--- src/shared/dsau_pkg.sv ---
// constants for the data space access unit
// assumes a 16-bit core with byte-granular data addresses
package dsau_pkg;
  // ==========================================
  // widths and spaces
  localparam int unsigned ADDR_W = 16;
  localparam int unsigned DATA_W = 16;
  localparam logic [15:0] SP_RESET = 16'h0800;
  localparam logic [15:0] SFR_TOP = 16'h0800;
  localparam logic [15:0] NEAR_TOP = 16'h1fff;
  localparam int unsigned NEAR_W = 13;
  localparam logic [15:0] X_BASE_DEF = 16'h0800;
  localparam logic [15:0] Y_BASE_DEF = 16'h1800;
  localparam logic [15:0] Y_END_DEF = 16'h1fff;
  localparam logic [15:0] BOOT_SECURE_RAM_BASE_DEF = 16'h0800;
  localparam logic [15:0] BOOT_SECURE_RAM_END_DEF = 16'h08ff;
  localparam logic [15:0] SEGMENT_SECURE_RAM_BASE_DEF = 16'h0900;
  localparam logic [15:0] SEGMENT_SECURE_RAM_END_DEF = 16'h09ff;
  localparam logic [15:0] ZERO_WORD = 16'h0000;
  localparam logic [15:0] STEP_BYTE = 16'h0001;
  localparam logic [15:0] STEP_WORD = 16'h0002;

  // ==========================================
  // enumerations
  typedef enum logic [1:0] {
    TRAP_NONE = 2'b00,
    TRAP_ADDR = 2'b01,
    TRAP_STACK = 2'b10,
    TRAP_SECURE = 2'b11
  } trap_e;

  typedef enum logic [2:0] {
    OP_NONE = 3'b000,
    OP_READ = 3'b001,
    OP_WRITE = 3'b010,
    OP_PUSH = 3'b011,
    OP_POP = 3'b100,
    OP_CALL_PUSH = 3'b101,
    OP_EXC_PUSH = 3'b110,
    OP_ACC_WB = 3'b111
  } op_e;

  typedef enum logic [1:0] {
    MODE_PLAIN = 2'b00,
    MODE_MODULO = 2'b01,
    MODE_BITREV = 2'b10
  } amode_e;
endpackage

--- src/rtl/data_space_access_unit.sv ---
// data space access unit: routes and checks core data-space accesses
// assumes the execution unit holds requests one cycle and reacts to trap pulses
// Behaviour
// - all writes go over the X write bus
// - bit-reverse on X writes only; modulo everywhere
// - MAC prefetch: two pointers X, two Y
// - accumulator write-back targets whole space over X
// - unimplemented address reads return zero, no error
// - prefetch pointer in wrong space returns zero
// - 16-bit byte addresses, 64 Kbyte space
// - byte read selects byte by bit zero
// - byte write strobes only matching lane
// - post-increment by one byte, two word
// - odd word access traps; write suppressed
// - byte load keeps register high byte
// - 13-bit near field; 16-bit move field
// - stack grows up: push post-inc, pop pre-dec
// - call push zeroes upper PC high byte
// - exception push merges status low byte
// - stack limit unreset, bit zero zero
// - push at limit ok, next push traps
// - stack address below 0x0800 traps
// - secure RAM segments gated by code segment
// - stack pointer bit zero always zero
// - stack pointer resets to 0x0800
`timescale 1ns/1ps
`default_nettype none
module data_space_access_unit #(
  parameter logic [15:0] Y_BASE = dsau_pkg::Y_BASE_DEF,
  parameter logic [15:0] Y_END = dsau_pkg::Y_END_DEF,
  parameter logic [15:0] MEM_TOP = dsau_pkg::Y_END_DEF,
  parameter logic [15:0] BOOT_SECURE_RAM_BASE = dsau_pkg::BOOT_SECURE_RAM_BASE_DEF,
  parameter logic [15:0] BOOT_SECURE_RAM_END = dsau_pkg::BOOT_SECURE_RAM_END_DEF,
  parameter logic [15:0] SEGMENT_SECURE_RAM_BASE = dsau_pkg::SEGMENT_SECURE_RAM_BASE_DEF,
  parameter logic [15:0] SEGMENT_SECURE_RAM_END = dsau_pkg::SEGMENT_SECURE_RAM_END_DEF
) (
  input wire logic core_clk,
  input wire logic arst_n,
  input wire logic req_valid,
  input wire dsau_pkg::op_e req_op,
  input wire logic req_byte,
  input wire logic [15:0] req_addr,
  input wire logic req_use_sp,
  input wire dsau_pkg::amode_e req_mode,
  input wire logic [15:0] req_modulo_end,
  input wire logic req_near,
  input wire logic [15:0] req_wdata,
  input wire logic [15:0] req_dest_old,
  input wire logic [22:0] pc_value,
  input wire logic [7:0] status_low_byte,
  input wire logic mac_valid,
  input wire logic [15:0] x_prefetch_pointer_a,
  input wire logic [15:0] y_prefetch_pointer_a,
  input wire logic mac_use_b,
  input wire logic [15:0] x_prefetch_pointer_b,
  input wire logic [15:0] y_prefetch_pointer_b,
  input wire logic sp_wr,
  input wire logic [15:0] sp_wdata,
  input wire logic limit_wr,
  input wire logic [15:0] limit_wdata,
  input wire logic protect_en,
  input wire logic exec_in_boot,
  input wire logic exec_in_secure,
  input wire logic [15:0] mem_x_rdata,
  input wire logic [15:0] mem_y_rdata,
  output logic [15:0] mem_x_addr,
  output logic mem_x_rd,
  output logic [15:0] mem_x_wdata,
  output logic [1:0] mem_x_wstrb,
  output logic [15:0] mem_y_addr,
  output logic mem_y_rd,
  output logic [15:0] rdata,
  output logic [15:0] x_prefetch_data,
  output logic [15:0] y_prefetch_data,
  output logic [15:0] ptr_next,
  output logic [15:0] stack_pointer_reg,
  output logic [15:0] stack_limit_reg,
  output logic trap_req,
  output dsau_pkg::trap_e trap_code
);
  // ==========================================
  // reset release
  logic rst_a_q;
  logic rst_n_q;
  always_ff @(posedge core_clk or negedge arst_n) begin
    if (!arst_n) begin
      rst_a_q <= 1'b0;
      rst_n_q <= 1'b0;
    end else begin
      rst_a_q <= 1'b1;
      rst_n_q <= rst_a_q;
    end
  end

  // ==========================================
  // helpers
  function automatic logic in_range(input logic [15:0] a, input logic [15:0] lo,
                                    input logic [15:0] hi);
    in_range = (a >= lo) && (a <= hi);
  endfunction

  function automatic logic [15:0] bitrev(input logic [15:0] a);
    logic [15:0] r;
    r = 16'h0000;
    for (int i = 1; i < 16; i++) r[i] = a[16 - i];
    bitrev = r;
  endfunction

  function automatic logic [7:0] lane_pick(input logic [15:0] w, input logic sel);
    lane_pick = sel ? w[15:8] : w[7:0];
  endfunction

  // ==========================================
  // address formation
  logic is_push;
  logic is_pop;
  logic is_wr;
  logic [15:0] sp_pop;
  logic [15:0] ea;
  logic [15:0] step;
  logic word_acc;
  logic [15:0] limit_q;
  logic push_at_limit_q;
  logic [15:0] ptr_next_d;
  logic [15:0] xp;
  logic x_ok;
  assign is_push = req_op inside {dsau_pkg::OP_PUSH, dsau_pkg::OP_CALL_PUSH,
                                  dsau_pkg::OP_EXC_PUSH};
  assign is_pop = req_op == dsau_pkg::OP_POP;
  assign is_wr = is_push || req_op inside {dsau_pkg::OP_WRITE, dsau_pkg::OP_ACC_WB};
  assign sp_pop = stack_pointer_reg - dsau_pkg::STEP_WORD;
  assign word_acc = !req_byte || is_push || is_pop;
  assign step = word_acc ? dsau_pkg::STEP_WORD : dsau_pkg::STEP_BYTE;

  always_comb begin
    ea = req_addr;
    if (is_push) begin
      ea = stack_pointer_reg;
    end else if (is_pop) begin
      ea = sp_pop;
    end else if (req_near) begin
      ea = {3'b000, req_addr[dsau_pkg::NEAR_W-1:0]};
    end else if (req_mode == dsau_pkg::MODE_BITREV && req_op == dsau_pkg::OP_WRITE) begin
      ea = bitrev(req_addr);
    end
  end

  // pointer update; modulo reloads the request address at or past the end, on any space; bit-reverse only on X writes
  always_comb begin
    ptr_next_d = ea + step;
    if (req_mode == dsau_pkg::MODE_MODULO && ea >= req_modulo_end) begin
      ptr_next_d = req_addr;
    end
  end
  always_ff @(posedge core_clk or negedge rst_n_q) begin
    if (!rst_n_q) ptr_next <= 16'h0000;
    else if (req_valid) ptr_next <= ptr_next_d;
  end

  // ==========================================
  // checks
  logic misalign;
  logic stack_ea;
  logic stk_err;
  logic sec_err;
  logic impl;
  assign misalign = word_acc && ea[0];
  assign stack_ea = req_use_sp || is_push || is_pop;
  assign stk_err = stack_ea && ((ea < dsau_pkg::SFR_TOP)
                   || (is_push && ea > limit_q));
  assign sec_err = protect_en &&
                   ((in_range(ea, BOOT_SECURE_RAM_BASE, BOOT_SECURE_RAM_END) && !exec_in_boot) ||
                    (in_range(ea, SEGMENT_SECURE_RAM_BASE, SEGMENT_SECURE_RAM_END) && !exec_in_secure));
  assign impl = ea <= MEM_TOP;

  // ==========================================
  // stack pointer and limit
  always_ff @(posedge core_clk or negedge rst_n_q) begin
    if (!rst_n_q) begin
      stack_pointer_reg <= dsau_pkg::SP_RESET;
    end else if (sp_wr) begin
      stack_pointer_reg <= {sp_wdata[15:1], 1'b0};
    end else if (req_valid && is_push) begin
      stack_pointer_reg <= {ea[15:1] + 15'h0001, 1'b0};
    end else if (req_valid && is_pop) begin
      stack_pointer_reg <= {sp_pop[15:1], 1'b0};
    end
  end

  // limit has no reset: software must load it before relying on it
  always_ff @(posedge core_clk) begin
    if (limit_wr) limit_q <= {limit_wdata[15:1], 1'b0};
  end
  assign stack_limit_reg = limit_q;

  always_ff @(posedge core_clk or negedge rst_n_q) begin
    if (!rst_n_q) push_at_limit_q <= 1'b0;
    else if (req_valid && is_push) push_at_limit_q <= (ea == limit_q);
  end

  // ==========================================
  // X bus: the only write path; a prefetch borrows its read address
  logic [15:0] wword;
  always_comb begin
    unique case (req_op)
      dsau_pkg::OP_CALL_PUSH: wword = {9'h000, pc_value[22:16]};
      dsau_pkg::OP_EXC_PUSH: wword = {status_low_byte, 1'b0, pc_value[22:16]};
      default: wword = req_byte ? {req_wdata[7:0], req_wdata[7:0]} : req_wdata;
    endcase
  end

  always_ff @(posedge core_clk or negedge rst_n_q) begin
    if (!rst_n_q) begin
      mem_x_addr <= 16'h0000;
      mem_x_rd <= 1'b0;
      mem_x_wdata <= 16'h0000;
      mem_x_wstrb <= 2'b00;
    end else begin
      mem_x_addr <= mac_valid ? {xp[15:1], 1'b0} : {ea[15:1], 1'b0};
      mem_x_rd <= mac_valid ? x_ok : (req_valid && !is_wr && impl && !sec_err);
      mem_x_wdata <= wword;
      if (req_valid && is_wr && !misalign && !stk_err && !sec_err && impl) begin
        mem_x_wstrb <= word_acc ? 2'b11 : (ea[0] ? 2'b10 : 2'b01);
      end else begin
        mem_x_wstrb <= 2'b00;
      end
    end
  end

  // read return, two cycles after the request
  logic rd_pend_q;
  logic rd_ok_q;
  logic rd_byte_q;
  logic rd_sel_q;
  logic [7:0] rd_hi_q;
  always_ff @(posedge core_clk or negedge rst_n_q) begin
    if (!rst_n_q) begin
      rd_pend_q <= 1'b0;
      rd_ok_q <= 1'b0;
      rd_byte_q <= 1'b0;
      rd_sel_q <= 1'b0;
      rd_hi_q <= 8'h00;
    end else begin
      rd_pend_q <= req_valid && !is_wr;
      rd_ok_q <= impl && !sec_err;
      rd_byte_q <= !word_acc;
      rd_sel_q <= ea[0];
      rd_hi_q <= req_dest_old[15:8];
    end
  end
  always_ff @(posedge core_clk or negedge rst_n_q) begin
    if (!rst_n_q) rdata <= 16'h0000;
    else if (rd_pend_q && !rd_ok_q) rdata <= dsau_pkg::ZERO_WORD;
    else if (rd_pend_q && rd_byte_q) rdata <= {rd_hi_q, lane_pick(mem_x_rdata, rd_sel_q)};
    else if (rd_pend_q) rdata <= mem_x_rdata;
  end

  // ==========================================
  // MAC prefetch: X pointers read X, Y pointers read Y
  logic [15:0] yp;
  logic y_ok;
  logic x_ok_q;
  logic y_ok_q;
  assign xp = mac_use_b ? x_prefetch_pointer_b : x_prefetch_pointer_a;
  assign yp = mac_use_b ? y_prefetch_pointer_b : y_prefetch_pointer_a;
  assign x_ok = !in_range(xp, Y_BASE, Y_END) && xp <= MEM_TOP;
  assign y_ok = in_range(yp, Y_BASE, Y_END);
  always_ff @(posedge core_clk or negedge rst_n_q) begin
    if (!rst_n_q) begin
      mem_y_addr <= 16'h0000;
      mem_y_rd <= 1'b0;
      x_ok_q <= 1'b0;
      y_ok_q <= 1'b0;
    end else begin
      mem_y_addr <= {yp[15:1], 1'b0};
      mem_y_rd <= mac_valid && y_ok;
      x_ok_q <= mac_valid && x_ok;
      y_ok_q <= mac_valid && y_ok;
    end
  end
  always_ff @(posedge core_clk or negedge rst_n_q) begin
    if (!rst_n_q) begin
      x_prefetch_data <= 16'h0000;
      y_prefetch_data <= 16'h0000;
    end else begin
      x_prefetch_data <= x_ok_q ? mem_x_rdata : dsau_pkg::ZERO_WORD;
      y_prefetch_data <= y_ok_q ? mem_y_rdata : dsau_pkg::ZERO_WORD;
    end
  end

  // ==========================================
  // trap pulses; address error outranks stack error
  always_ff @(posedge core_clk or negedge rst_n_q) begin
    if (!rst_n_q) begin
      trap_req <= 1'b0;
      trap_code <= dsau_pkg::TRAP_NONE;
    end else begin
      trap_req <= req_valid && (misalign || stk_err || sec_err);
      if (req_valid && misalign) trap_code <= dsau_pkg::TRAP_ADDR;
      else if (req_valid && stk_err) trap_code <= dsau_pkg::TRAP_STACK;
      else if (req_valid && sec_err) trap_code <= dsau_pkg::TRAP_SECURE;
      else trap_code <= dsau_pkg::TRAP_NONE;
    end
  end

  // ==========================================
  // checks on behaviour
  a_sp_reset_val: assert property (@(posedge core_clk) $rose(rst_n_q) |->
    stack_pointer_reg == dsau_pkg::SP_RESET) else $error("sp reset value wrong");
  a_sp_aligned: assert property (@(posedge core_clk) disable iff (!rst_n_q)
    !stack_pointer_reg[0]) else $error("sp odd");
  a_limit_aligned: assert property (@(posedge core_clk) disable iff (!rst_n_q)
    limit_wr |=> !stack_limit_reg[0]) else $error("limit odd");
  a_misalign_trap: assert property (@(posedge core_clk) disable iff (!rst_n_q)
    req_valid && misalign |=> trap_req && trap_code == dsau_pkg::TRAP_ADDR && mem_x_wstrb == 2'b00)
    else $error("misaligned access not trapped");
  a_byte_lane: assert property (@(posedge core_clk) disable iff (!rst_n_q)
    req_valid && req_op == dsau_pkg::OP_WRITE && req_byte && !sec_err && !stk_err && impl
    |=> mem_x_wstrb == ($past(ea[0]) ? 2'b10 : 2'b01)) else $error("byte lane wrong");
  a_push_step: assert property (@(posedge core_clk) disable iff (!rst_n_q)
    req_valid && is_push && !sp_wr |=> stack_pointer_reg == $past(stack_pointer_reg) + 16'h0002)
    else $error("push step wrong");
  a_under_trap: assert property (@(posedge core_clk) disable iff (!rst_n_q)
    req_valid && (is_push || is_pop) && ea < dsau_pkg::SFR_TOP |=> trap_req)
    else $error("underflow missed");
  a_trap_pulse: assert property (@(posedge core_clk) disable iff (!rst_n_q)
    trap_req |-> trap_code != dsau_pkg::TRAP_NONE) else $error("trap without code");
  a_prefetch_zero: assert property (@(posedge core_clk) disable iff (!rst_n_q)
    mac_valid && !y_ok |=> ##1 y_prefetch_data == 16'h0000) else $error("bad y prefetch");
  a_call_msb: assert property (@(posedge core_clk) disable iff (!rst_n_q)
    req_valid && req_op == dsau_pkg::OP_CALL_PUSH |=> mem_x_wdata[15:8] == 8'h00)
    else $error("call high byte set");
  c_push: cover property (@(posedge core_clk) req_valid && is_push);
  c_limit_hit: cover property (@(posedge core_clk) push_at_limit_q && req_valid && is_push);
  c_mac: cover property (@(posedge core_clk) mac_valid && x_ok && y_ok);
  c_byte_rd: cover property (@(posedge core_clk) req_valid && req_op == dsau_pkg::OP_READ && req_byte);
endmodule
`default_nettype wire

--- config.mk ---
export PLATFORM = sky130hd
export DESIGN_NAME = data_space_access_unit
export DESIGN_NICKNAME = d
export VERILOG_FILES = /design/src/shared/dsau_pkg.sv /design/src/rtl/data_space_access_unit.sv
export SDC_FILE = /design/constraint.sdc
export NUM_CORES = 1
export LEC_CHECK = 0
export BUFFER_PORTS_ARGS = -buffer_cell sky130_fd_sc_hd__buf_2
export CORE_AREA = 2 2 154 156
export DETAILED_ROUTE_END_ITERATION = 12
export DIE_AREA = 0 0 156 158
export GPL_TIMING_DRIVEN = 0
export HOLD_SLACK_MARGIN = 0.05
export PLACE_DENSITY_LB_ADDON = 0.1
export SYNTH_ARGS = -nofsm -noshare
export SYNTH_HDL_FRONTEND = slang
export SYNTH_SLANG_ARGS = --single-unit
--- constraint.sdc ---
create_clock -name core_clk -period 11.5 [get_ports core_clk]
set_input_delay 0.575 -clock core_clk [delete_from_list [all_inputs] [get_ports core_clk]]
set_output_delay 0.575 -clock core_clk [all_outputs]
set_load 0.01 [all_outputs]
* After elaboration in Yosys (flattened, before gate mapping)
Cells that the tools add are included.
** Word-level totals
- Bits in registers :: 164
- Output and inout bits :: 151
- Logic and storage cells :: 127
** Operators by class
- Add/subtract/negate cells :: 3
- Magnitude comparators :: 12
- Equality and inequality tests :: 8
- Multiplexer cells :: 27
- Reduce and logical (&&, ||, !) cells :: 55
** Operators with widths (count)
- $mux W16 :: 17
- $le A16 B13 Y1 const B :: 3
- $ge A16 B12 Y1 const B :: 2
- $ge A16 B13 Y1 const B :: 2
- $le A16 B12 Y1 const B :: 2
- $logic_and A1 B1 Y1 :: 32
- $pmux W16 S2 :: 1
- $add A16 B2 Y16 :: 1
- $ge A16 B16 Y1 :: 1
- $gt A16 B16 Y1 :: 1
- $lt A16 B12 Y1 const B :: 1
- $sub A16 B2 Y16 const B :: 1
- $add A15 B1 Y15 const B :: 1
- $mux W2 :: 7
- $eq A3 B3 Y1 const B :: 4
- $logic_not A1 Y1 :: 10
- $logic_or A1 B1 Y1 :: 9
- $reduce_bool A3 Y1 :: 3
- $mux W8 :: 1
- $eq A3 B2 Y1 const B :: 2
- $eq A2 B1 Y1 const B :: 1
- $eq A2 B2 Y1 const B :: 1
- $reduce_bool A2 Y1 :: 1
- $mux W1 :: 1

* Depth between registers and ports, before layout
Gate-level depths: netlist (run 1).
- Depth after elaboration :: 15
- Mapped depth :: 19
- Mapped depth without buffers :: 16

* Worst setup path before layout (run 1)
OpenSTA, ideal clock, no wires.
- Kind :: register -> register
- Start point :: register stack_pointer_reg[1]
- End point :: register ptr_next[10]
- Arrival :: 4.495 ns
- Required time :: 11.372 ns
- Path slack :: 6.877 ns
- Cell stages (with the launch flop) :: 20
- Buffers on the path :: 3
- Cells stage by stage :: dfrtp_1 clkbuf_1 inv_1 ha_1 or4b_1 buf_2 or2_2 nor3b_1 xor2_1 a221oi_1 inv_1 ha_1 and3_1 a22o_1 o21ai_0 o31ai_2 nor2_1 buf_2 a2bb2oi_1 o21ai_0
** Between the ends
- Word-level cells in the longest chain between the ends :: 6
** RTL lines
- from (decl) :: line data_space_access_unit.sv:76 : output logic [15:0] stack_pointer_reg,
- from (signal assigned) :: line data_space_access_unit.sv:180 : stack_pointer_reg <= dsau_pkg::SP_RESET;
- from (signal assigned) :: line data_space_access_unit.sv:182 : stack_pointer_reg <= {sp_wdata[15:1], 1'b0};
- from (signal assigned) :: line data_space_access_unit.sv:184 : stack_pointer_reg <= {ea[15:1] + 15'h0001, 1'b0};
- $sub A16 B2 Y16 :: line data_space_access_unit.sv:131 : assign sp_pop = stack_pointer_reg - dsau_pkg::STEP_WORD;
- $mux W16 :: line data_space_access_unit.sv:139 : end else if (is_pop) begin
- $mux W16 * :: line data_space_access_unit.sv:137 : if (is_push) begin
- $ge A16 B16 Y1 :: line data_space_access_unit.sv:151 : if (req_mode == dsau_pkg::MODE_MODULO && ea >= req_modulo_end) begin
- $logic_and A1 B1 Y1 :: line data_space_access_unit.sv:151
- $mux W16 * :: line data_space_access_unit.sv:151
- to (signal assigned) :: line data_space_access_unit.sv:157 : else if (req_valid) ptr_next <= ptr_next_d;
- to (decl) :: line data_space_access_unit.sv:75 : output logic [15:0] ptr_next,
Mark *: on every way between the ends. The rest lies on a longest branch, timed or not.
A chain may end at the register's enable or synchronous reset.

* Worst setup path in the final report (run 1)
Ends and elaborated chain as after synthesis.

==> qor.txt, run 1 <==
Vias/cell: 5.49
Chip height: 158 um
Reg area: 4130 um^2
Minimum clock period after layout: 5840 ps
First-pass GRT wire length: 50800 um
Hold path cells: 1
DRC: 0
Io pins: 392
ANT nets after route: 0
Post-cts gate resize count: 0
RSZ-0062 raised after global routing: no
Clock Latency Late Sink: 450 ps
Average wire per standard cell: 21.8 um
Crit start category: flip-flop
Layout cell share with drive strength beyond 1: 33.4%
Pwr Total: 1.70 mW
Starting Density: 39.0%
Worst Setup Path Type: reg -> reg
Core area: 23100 um^2
Most frequent cells in the layout: buf_2 (358), dfrtp_1 (145), nand2_1 (90)
Synth-to-layout area growth: 31.4%
Placed insts: 1573
Arr. time, crit path: 6200 ps
Post-Synth Adder-Cell Area: 5.09%
Crit path max fanout: 10
Layout Nets: 1580
Final cell count without fillers: 1610
Max cap viols: 0
Status: complete, no violations
Vias in the first global route: 8451
R2R cell count: 18
CTS tree: built
Mean Syn Cell Area: 9.70 um^2
Synth Area in Compound Gates: 15.7%
Post-synthesis mux area share: 7.85%
Main combinational cell family by area after synthesis: simple AND/OR/NAND/NOR gates
Post-CTS setup buffers: 0
Final Hold Viols: 0
Relative slew margins: 33.8%
Final setup vio count: 0
Synth Area in XOR/XNOR: 1.85%
Synth unique cells: 84
Setup_tns: 0 ps
Final-report max-slew violation count: 0
Synth Cell Area: 8990 um^2
CTS Buf Count: 17
Multi-input logic area: 4370 um^2
H-tree lvl count: 4
Clock root buffer: clkbuf_16
Initial antenna violation count: 4
EDFF count, synth: 15
Die area: 24600 um^2
Leak: 5.89 nW
Via count: 8838
DP HPWL: 27400 um
Fin crit share: 50.7%
Ys flop type: dfrtp_1
Clock transition at the registers of the reported paths: 80 ps
All-layer global routing usage: 27.7%
Peak VDD IR: 0.0811 mV
Register area share after synthesis: 45.9%
Endpoint class of the critical path: flip-flop
IO buf count: 351
Num rows: 56
Clock tree buffer depth: 2
DRT iter0 DRCs: 625
Grt ovf: 0
Worst clock skew: 17.4 ps
CP required: 11870 ps
Total Routed Length: 35000 um
Syn Inst Count: 927
Drt pass-1 iters: 5
DIE WIDTH: 156 um
Max Freq: 171 MHz
Yosys reg bits: 162
PwrDens: 144 nW/um^2
Global placer's final weighted congestion: 0.949
HP Class: in -> reg
Simple-Gate Fraction of Synth Area: 17.8%
Clk sink count: 162
Filler cells: 2227
Most common cell after layout, fill and taps aside: buf_2
Slew @ Worst Pin: 993 ps
FFs w/ async S/R, synth: 90.7%
Largest net degree at the start of global routing: 64
Synth Warn #: 0
==> report_power, final <==
part	switching (mW)	leakage, nW	internal (mW)	total [mW]
clock	0.294	0.291	0.296	0.590
combinational	0.269	3.61	0.169	0.437
sequential	0.0362	1.99	0.632	0.669
==> cells in the mapped netlist, drive strengths merged, types with 9 or more instances <==
library cell | instances | area, um^2
nand2 | 90 | 338
and2 | 39 | 244
mux2 | 18 | 203
buf | 16 | 98.8
o22ai | 19 | 119
a211oi | 14 | 110
inv | 70 | 263
a21oi | 45 | 225
xnor2 | 15 | 131
mux2i | 49 | 503
dfrtp | 146 | 3650
or3 | 10 | 62.6
nor3 | 30 | 155
ha | 35 | 438
edfxtp | 15 | 450
nor4 | 15 | 93.8
nand4 | 9 | 56.3
nand3 | 22 | 128
nor2 | 37 | 146
o21ai | 55 | 275
o31ai | 12 | 100
clkbuf | 36 | 135
and3 | 9 | 56.3
==> worst max-delay path: stages, from the launching register on <==
cell       delay, ps
dfrtp_1          370
clkbuf_1         210
inv_1            100
ha_1             220
or4b_1           440
buf_2            190
nor3_1           230
xnor2_1           90
a211oi_1         810
inv_1            380
ha_1             400
a2111oi_0        350
o21ai_0          160
o22ai_1          390
a211oi_2         230
nor2_1           520
buf_2            360
nand2_1          130
o21ai_0          190
==> cells by family (layout without fill, tap and decap cells) <==
logic type	count (synthesis)	in the layout
mux	67	67
buf+inv	124	510
simple gates	303	303
other cells	2	9
fa+ha+maj	36	36
xor+xnor	19	19
compound gates	214	214
flops	162	162
==> worst paths after layout <==
check                                                 start                  endpoint  slack (ps)
min in group asynchronous                 rst_n_q$_DFF_PN0_  mem_x_wstrb[1]$_DFF_PN0_         330
max in group asynchronous                 rst_n_q$_DFF_PN0_  mem_y_addr[13]$_DFF_PN0_       10150
max                        stack_pointer_reg[1]$_DFFE_PN0P_  ptr_next[10]$_DFFE_PN0P_        5660
min reg2reg                               rst_n_q$_DFF_PN0_  mem_x_wstrb[1]$_DFF_PN0_         330
max reg2reg                stack_pointer_reg[1]$_DFFE_PN0P_  ptr_next[10]$_DFFE_PN0P_        5660
min                                        req_dest_old[10]      rd_hi_q[2]$_DFF_PN0_         230
==> metal layers <==
metal	global-route usage [%]	up-vias	wire [um]
met5	0	-	0
met4	12.0	0	1320
met3	6.49	71	2840
met2	45.4	446	16600
met1	35.1	4231	14300
li1	-	4090	-
==> stage by stage <==
stage	cell area (um^2)	setup slack, ps	hold slack [ps]	utilization [%]
global route	11800	5320	223	51.3
detailed placement	11200	5840	340	48.5
CTS	11800	5810	224	51.2
finish	11800	5660	226	51.3
floorplan	9000	6880	279	-
global placement	11100	5150	334	48.2
==> cell type report <==
cell class	count	share of cell area (%)
buffer	52	1.98
antenna	4	0.0847
clock inverter	15	1.62
clock buffer	17	3.60
timing repair buffer	354	15.4
multi-input combinational	644	37.0
inverter	72	2.29
tap	290	3.07
sequential	162	35.0
==> what timing repair did <==
item | in CTS | in global routing
setup endpoints to repair | 0 | 0
hold buffers | 1 | 0
endpoints found under the hold margin | 2 | 0
No activity file was read; power rests on OpenSTA's default activity.
==> run 2, diff against run 1 <==
CORE_AREA = 2 2 153 155   (was 2 2 154 156)
DIE_AREA = 0 0 155 157   (was 0 0 156 158)
clock period = 5.6 ns   (was 11.5 ns; I/O delays follow)
==> run 2 against run 1 <==
Effect of this change: maximum frequency is 11% higher; cell count is 2.4% higher; combinational power is 110% higher; register-to-register slack worse by 5300 ps; setup slack worse by 5300 ps; first-iteration DRC count is 31% higher; non-clock buffer count is 46 higher; sequential power is 100% higher; clock-buffer cell count stayed put; largest cell class unchanged.
==> qor.txt, run 2 (same netlist as run 1, synthesis figures left out) <==
Slew @ Worst Pin: 1060 ps (+71.3 ps)
Fin crit share: 93.9% (+43 points)
RSZ-0062 raised after global routing: no
Arr. time, crit path: 5580 ps (-620 ps)
HP Class: in -> reg
Final-report max-slew violation count: 0 (unchanged)
Core area: 22500 um^2 (-2.4%)
DRT iter0 DRCs: 820 (+31%)
Clock Latency Late Sink: 440 ps (about the same)
First-pass GRT wire length: 51400 um (+1.3%)
CP required: 5920 ps (-5950 ps)
Num rows: 55 (-1.8%)
IO buf count: 351 (unchanged)
Reg2reg end: ptr_next[13]$_DFFE_PN0P_
Clock power frac: 35.0% (+0.2 points)
Relative slew margins: 29.1% (-4.8 points)
Clk sink count: 162 (unchanged)
Average wire per standard cell: 21.2 um (-2.6%)
Largest net degree at the start of global routing: 67 (+4.7%)
Vias in the first global route: 8695 (+2.9%)
Max Freq: 190 MHz (+11%)
Final WS setup: 342 ps (-5320 ps)
Global placer's final weighted congestion: 0.928 (-2.2%)
Most frequent cells in the layout: buf_2 (358), dfrtp_1 (145), nand2_1 (90)
Worst Setup Path Type: reg -> reg
Met2 wire length: 17000 um (+2.0%)
Grt ovf: 0 (unchanged)
Total Routed Length: 34900 um (-0.34%)
Sw Ratio: 35.4% (+0.079 points)
H-tree lvl count: 4 (unchanged)
Clock tree buffer depth: 2 (unchanged)
Minimum clock period after layout: 5260 ps (-577 ps)
Filler cells: 2139 (-4.0%)
Worst clock skew: 15.7 ps (-1.66 ps)
CTS Buf Count: 17 (unchanged)
DIE WIDTH: 155 um (-0.64%)
Layout Nets: 1626 (+2.9%)
Hold path cells: 3 (+2)
Dpl ws: -54.3 ps (-5890 ps)
Starting Density: 39.9% (+0.95 points)
Clock root buffer: clkbuf_16
R2r setup slk: 340 ps (-5320 ps)
Chip height: 157 um (-0.63%)
PwrDens: 287 nW/um^2 (+100%)
DRC: 0 (unchanged)
Crit start category: flip-flop
R2R cell count: 18 (unchanged)
Peak VDD IR: 0.174 mV (+120%)
Pint: 2.28 mW (+110%)
Via count: 8933 (+1.1%)
Status: complete, no violations
Die area: 24300 um^2 (-1.3%)
Worst r2r src: stack_pointer_reg[1]$_DFFE_PN0P_
Startpoint of the worst hold path: sp_wdata[13]
Clock transition at the registers of the reported paths: 80 ps (about the same)
Net load switching power: 1.25 mW (+110%)
DP HPWL: 26900 um (-1.9%)
M1 wire length: 13900 um (-2.7%)
Leak: 6.10 nW (+3.6%)
Drt pass-1 iters: 6 (+1)
Setup_tns: 0 ps (unchanged)
Final setup vio count: 0 (unchanged)
Comb power frac: 26.2% (+0.4 points)
Endpoint class of the critical path: flip-flop
Worst hold path endpoint: stack_pointer_reg[13]$_DFFE_PN0P_
Io pins: 392 (unchanged)
Hold slack: 65.5 ps (-161 ps)
All-layer global routing usage: 28.2% (+0.47 points)
Synth-to-layout area growth: 37.1%
Vias/cell: 5.42 (-1.3%)
Most common cell after layout, fill and taps aside: buf_2
Crit path max fanout: 9 (-1)
Max cap viols: 0 (unchanged)
Layout cell share with drive strength beyond 1: 32.6% (-0.76 points)
Seq pwr share: 38.9% (-0.5 points)
Initial antenna violation count: 1 (-3)
CTS tree: built
Final Hold Viols: 0 (unchanged)
ANT nets after route: 0 (unchanged)
WL met3: 3090 um (+9.0%)
Max layer used: met4
## run 2: how the worst max path moves through the flow
stage	from	endpoint	slack, ps	depth (start not counted)
6_report	stack_pointer_reg[1]$_DFFE_PN0P_	ptr_next[13]$_DFFE_PN0P_	340	18
4_1_cts	stack_pointer_reg[1]$_DFFE_PN0P_	ptr_next[13]$_DFFE_PN0P_	40	18
3_3_place_gp	rst_n_q$_DFF_PN0_	stack_pointer_reg[9]$_DFFE_PN0P_	-690	0
5_1_grt	stack_pointer_reg[1]$_DFFE_PN0P_	ptr_next[9]$_DFFE_PN0P_	20	19
2_1_floorplan	stack_pointer_reg[1]$_DFFE_PN0P_	ptr_next[10]$_DFFE_PN0P_	980	19
3_5_place_dp	stack_pointer_reg[1]$_DFFE_PN0P_	ptr_next[12]$_DFFE_PN0P_	-50	19
## run 2: per-layer routing
metal  vias to the layer above  global-route usage, %
met1                      4243                   34.9
li1                       4168                      -
met3                        68                   7.10
met5                         -                      0
met2                       454                   48.1
met4                         0                   9.26
## run 2: area by class of cell
class | count | area, um^2 | area share (%)
Timing Repair Buffer | 400 | 2280 | 18.5
Multi-Input combinational cell | 644 | 4410 | 35.8
Buffer | 52 | 234 | 1.90
Antenna cell | 1 | 2.50 | 0.0203
Clock inverter | 15 | 204 | 1.66
Inverter | 72 | 270 | 2.19
Tap cell | 285 | 357 | 2.89
Sequential cell | 162 | 4130 | 33.5
Clock buffer | 17 | 425 | 3.45
## run 2: per-stage QoR
step | instance area [um^2] | instances | power (mW) | util [%]
3_3_place_gp | 11100 | 1566 | 2.27 | 49.4
4_1_cts | 12300 | 1647 | 3.54 | 54.6
3_5_place_dp | 11200 | 1568 | 2.28 | 49.7
2_1_floorplan | 9000 | 930 | 1.88 | -
5_1_grt | 12300 | 1648 | 3.71 | 54.8
6_report | 12300 | 1648 | 3.54 | 54.8
## run 2: worst max-delay path, stage by stage (launching register included)
cell and delay (ps):
dfrtp_1 390, clkbuf_1 200, inv_1 90, ha_1 230
or4b_1 440, buf_2 190, or2_2 360, nor3b_2 310
xor2_1 130, a221oi_2 390, inv_1 300, ha_1 370
and3_1 170, nand4_1 230, o31ai_4 540, or2_1 160
buf_2 200, nor4_1 70, or3b_1 350
## run 2: what timing repair did
item / in CTS / in global routing
endpoints found under the hold margin: 47 / 0
endpoints found under the setup margin: 8 / 21
hold buffers: 47 / 0
setup buffers: 0 / 0
gates resized for setup: 1 / 7
## run 2: power groups by stage
stage / sequential, mW / combinational, mW / clock (mW)
6_report: 1.37 / 0.927 / 1.24
2_1_floorplan: 1.45 / 0.434 / 0
3_5_place_dp: 1.40 / 0.884 / 0
4_1_cts: 1.37 / 0.914 / 1.26
3_3_place_gp: 1.41 / 0.855 / 0
5_1_grt: 1.39 / 1.01 / 1.30
==> run 3, diff against run 2 <==
CORE_AREA = 3 3 150 152   (was 2 2 153 155)
DIE_AREA = 0 0 153 155   (was 0 0 155 157)
REMOVE_ABC_BUFFERS = 1   (was unset)
==> run 3 against run 2 <==
Effect of this change: highest routed layer is now met5; global-route usage decreased by 0.53 points; design area decreased by 0.78%; die area decreased by 2.5%; register-to-register slack got worse by 150 ps; critical path depth decreased by 2.
==> qor.txt, run 3 (same netlist as run 1, synthesis figures left out) <==
Status: complete, no violations
Worst Setup SP: stack_pointer_reg[1]$_DFFE_PN0P_
Average wire per standard cell: 20.9 um (-1.3%)
Minimum clock period after layout: 5410 ps (+148 ps)
Clock Latency Late Sink: 440 ps (about the same)
First-pass GRT wire length: 51200 um (-0.35%)
DP HPWL: 25200 um (-6.2%)
Starting Density: 42.5% (+2.5 points)
Startpoint of the worst hold path: mem_y_rdata[15]
Final setup vio count: 0 (unchanged)
Largest net degree at the start of global routing: 56 (-16%)
Clock root buffer: clkbuf_16
All-layer global routing usage: 27.6% (-0.53 points)
Setup_tns: 0 ps (unchanged)
Max cap viols: 0 (unchanged)
Endpoint class of the critical path: flip-flop
Via count: 8778 (-1.7%)
Initial antenna violation count: 3 (+2)
Relative slew margins: 30.3% (+1.3 points)
DIE WIDTH: 153 um (-1.3%)
Final-report max-slew violation count: 0 (unchanged)
IO buf count: 357 (+1.7%)
Max Freq: 185 MHz (-2.7%)
Worst Setup Path Type: reg -> reg
Layout Nets: 1592 (-2.1%)
Global placer's final weighted congestion: 0.966 (+4.1%)
Leak: 6.09 nW (-0.16%)
Worst r2r src: stack_pointer_reg[1]$_DFFE_PN0P_
Final Hold Viols: 0 (unchanged)
Vias/cell: 5.47 (+0.90%)
Fin crit share: 96.5% (+2.6 points)
Clock tree buffer depth: 2 (unchanged)
R2r setup slk: 190 ps (-150 ps)
CP required: 5910 ps (about the same)
Io pins: 392 (unchanged)
ANT nets after route: 0 (unchanged)
Num rows: 53 (-3.6%)
CTS Buf Count: 17 (unchanged)
Most frequent cells in the layout: buf_2 (357), dfrtp_1 (145), nand2_1 (90)
Filler cells: 1946 (-9.0%)
Drt pass-1 iters: 6 (unchanged)
PwrDens: 289 nW/um^2 (+0.59%)
Crit start category: flip-flop
Synth-to-layout area growth: 36.0%
Peak VDD IR: 0.189 mV (+8.3%)
Layout cell share with drive strength beyond 1: 33.9% (+1.3 points)
Core area: 21200 um^2 (-6.0%)
Grt ovf: 0 (unchanged)
Crit path max fanout: 9 (unchanged)
DRT iter0 DRCs: 756 (-7.8%)
Clock transition at the registers of the reported paths: 80 ps (about the same)
Arr. time, crit path: 5720 ps (+140 ps)
DRC: 0 (unchanged)
Total Routed Length: 33600 um (-3.9%)
Clk sink count: 162 (unchanged)
HP Class: in -> reg
Worst clock skew: 15.1 ps (-0.622 ps)
End-of-flow core utilization: 57.8% (+3.0 points)
CTS tree: built
Most common cell after layout, fill and taps aside: buf_2
Chip height: 155 um (-1.3%)
Vias in the first global route: 8815 (+1.4%)
Slew @ Worst Pin: 1040 ps (-19.0 ps)
Die area: 23700 um^2 (-2.5%)
H-tree lvl count: 4 (unchanged)
==> run 3: cell types whose count changed in the layout (fill, tap and decap cells not counted), sizes merged <==
cell | before | now
dlygate4sd3 | 47 | 46
buf | 369 | 372
bufinv | 0 | 1
inv | 77 | 75
clkbuf | 53 | 17
clkinv | 10 | 11
diode | 1 | 2
==> run 3: layer usage <==
| metal | global-route usage, % | vias up | wire (um) |
|---|---|---|---|
| met2 | 47.8 | 427 | 16700 |
| met3 | 5.73 | 60 | 2700 |
| met1 | 35.0 | 4191 | 13400 |
| met4 | 8.61 | 2 | 724 |
| li1 | - | 4098 | - |
| met5 | 0 | - | 7 |
==> run 3: worst max-delay path, cell delays in order, from the launching register on <==
cell       delay, ps
dfrtp_1          520
inv_1            110
ha_1             250
or4b_1           640
or2_2            410
nor3b_1          400
xor2_1           120
a221oi_1         490
inv_2            230
ha_1             340
and3_1           190
a22o_1           200
o21ai_0          330
o31ai_4          200
or2_1            370
nor3_1           350
o2bb2ai_1        110
==> run 3: worst paths after layout <==
check / cells after the start / end
max: 16 / ptr_next[8]$_DFFE_PN0P_
min: 2 / y_prefetch_data[15]$_DFF_PN0_
max reg2reg: 16 / ptr_next[8]$_DFFE_PN0P_
min reg2reg: 0 / mem_x_addr[5]$_DFF_PN0_
max in group asynchronous: 2 / mem_x_addr[1]$_DFF_PN0_
min in group asynchronous: 2 / rst_n_q$_DFF_PN0_
==> run 3: through the flow <==
| step | power (mW) | std cells | hold slack [ps] | instance area, um^2 | setup slack, ps |
|---|---|---|---|---|---|
| floorplan | 1.85 | 878 | -15.6 | 8770 | 512 |
| global placement | 2.24 | 1510 | 65.6 | 10900 | -1610 |
| detailed placement | 2.26 | 1515 | 67.6 | 11000 | -345 |
| CTS | 3.54 | 1593 | 53.1 | 12100 | 39.1 |
| global route | 3.71 | 1605 | 55.1 | 12200 | -2.10 |
| finish | 3.53 | 1605 | 56.6 | 12200 | 194 |
==> run 3: cell type report <==
class	count	area, um^2	share of cell area, %
Antenna cell	2	5.00	0.0409
Clock buffer	17	425	3.48
Clock inverter	15	215	1.76
Inverter	72	270	2.21
Multi-Input combinational cell	644	4410	36.1
Sequential cell	162	4130	33.8
Tap cell	275	344	2.81
Timing Repair Buffer	418	2420	19.8
==> run 3: where the power goes <==
group          switching [mW]  internal [mW]  leakage (nW)
clock                   0.592          0.653         0.309
sequential             0.0853           1.30          1.99
combinational           0.537          0.364          3.79
total                    1.21           2.32          6.09
==> run 3: timing repair <==
action | CTS | global route
hold endpoints to repair | 46 | 0
hold buffers | 46 | 0
buffers inserted | 0 | 10
resized for setup | 2 | 4
pin swaps | 0 | 3
setup endpoints to repair | 13 | 13
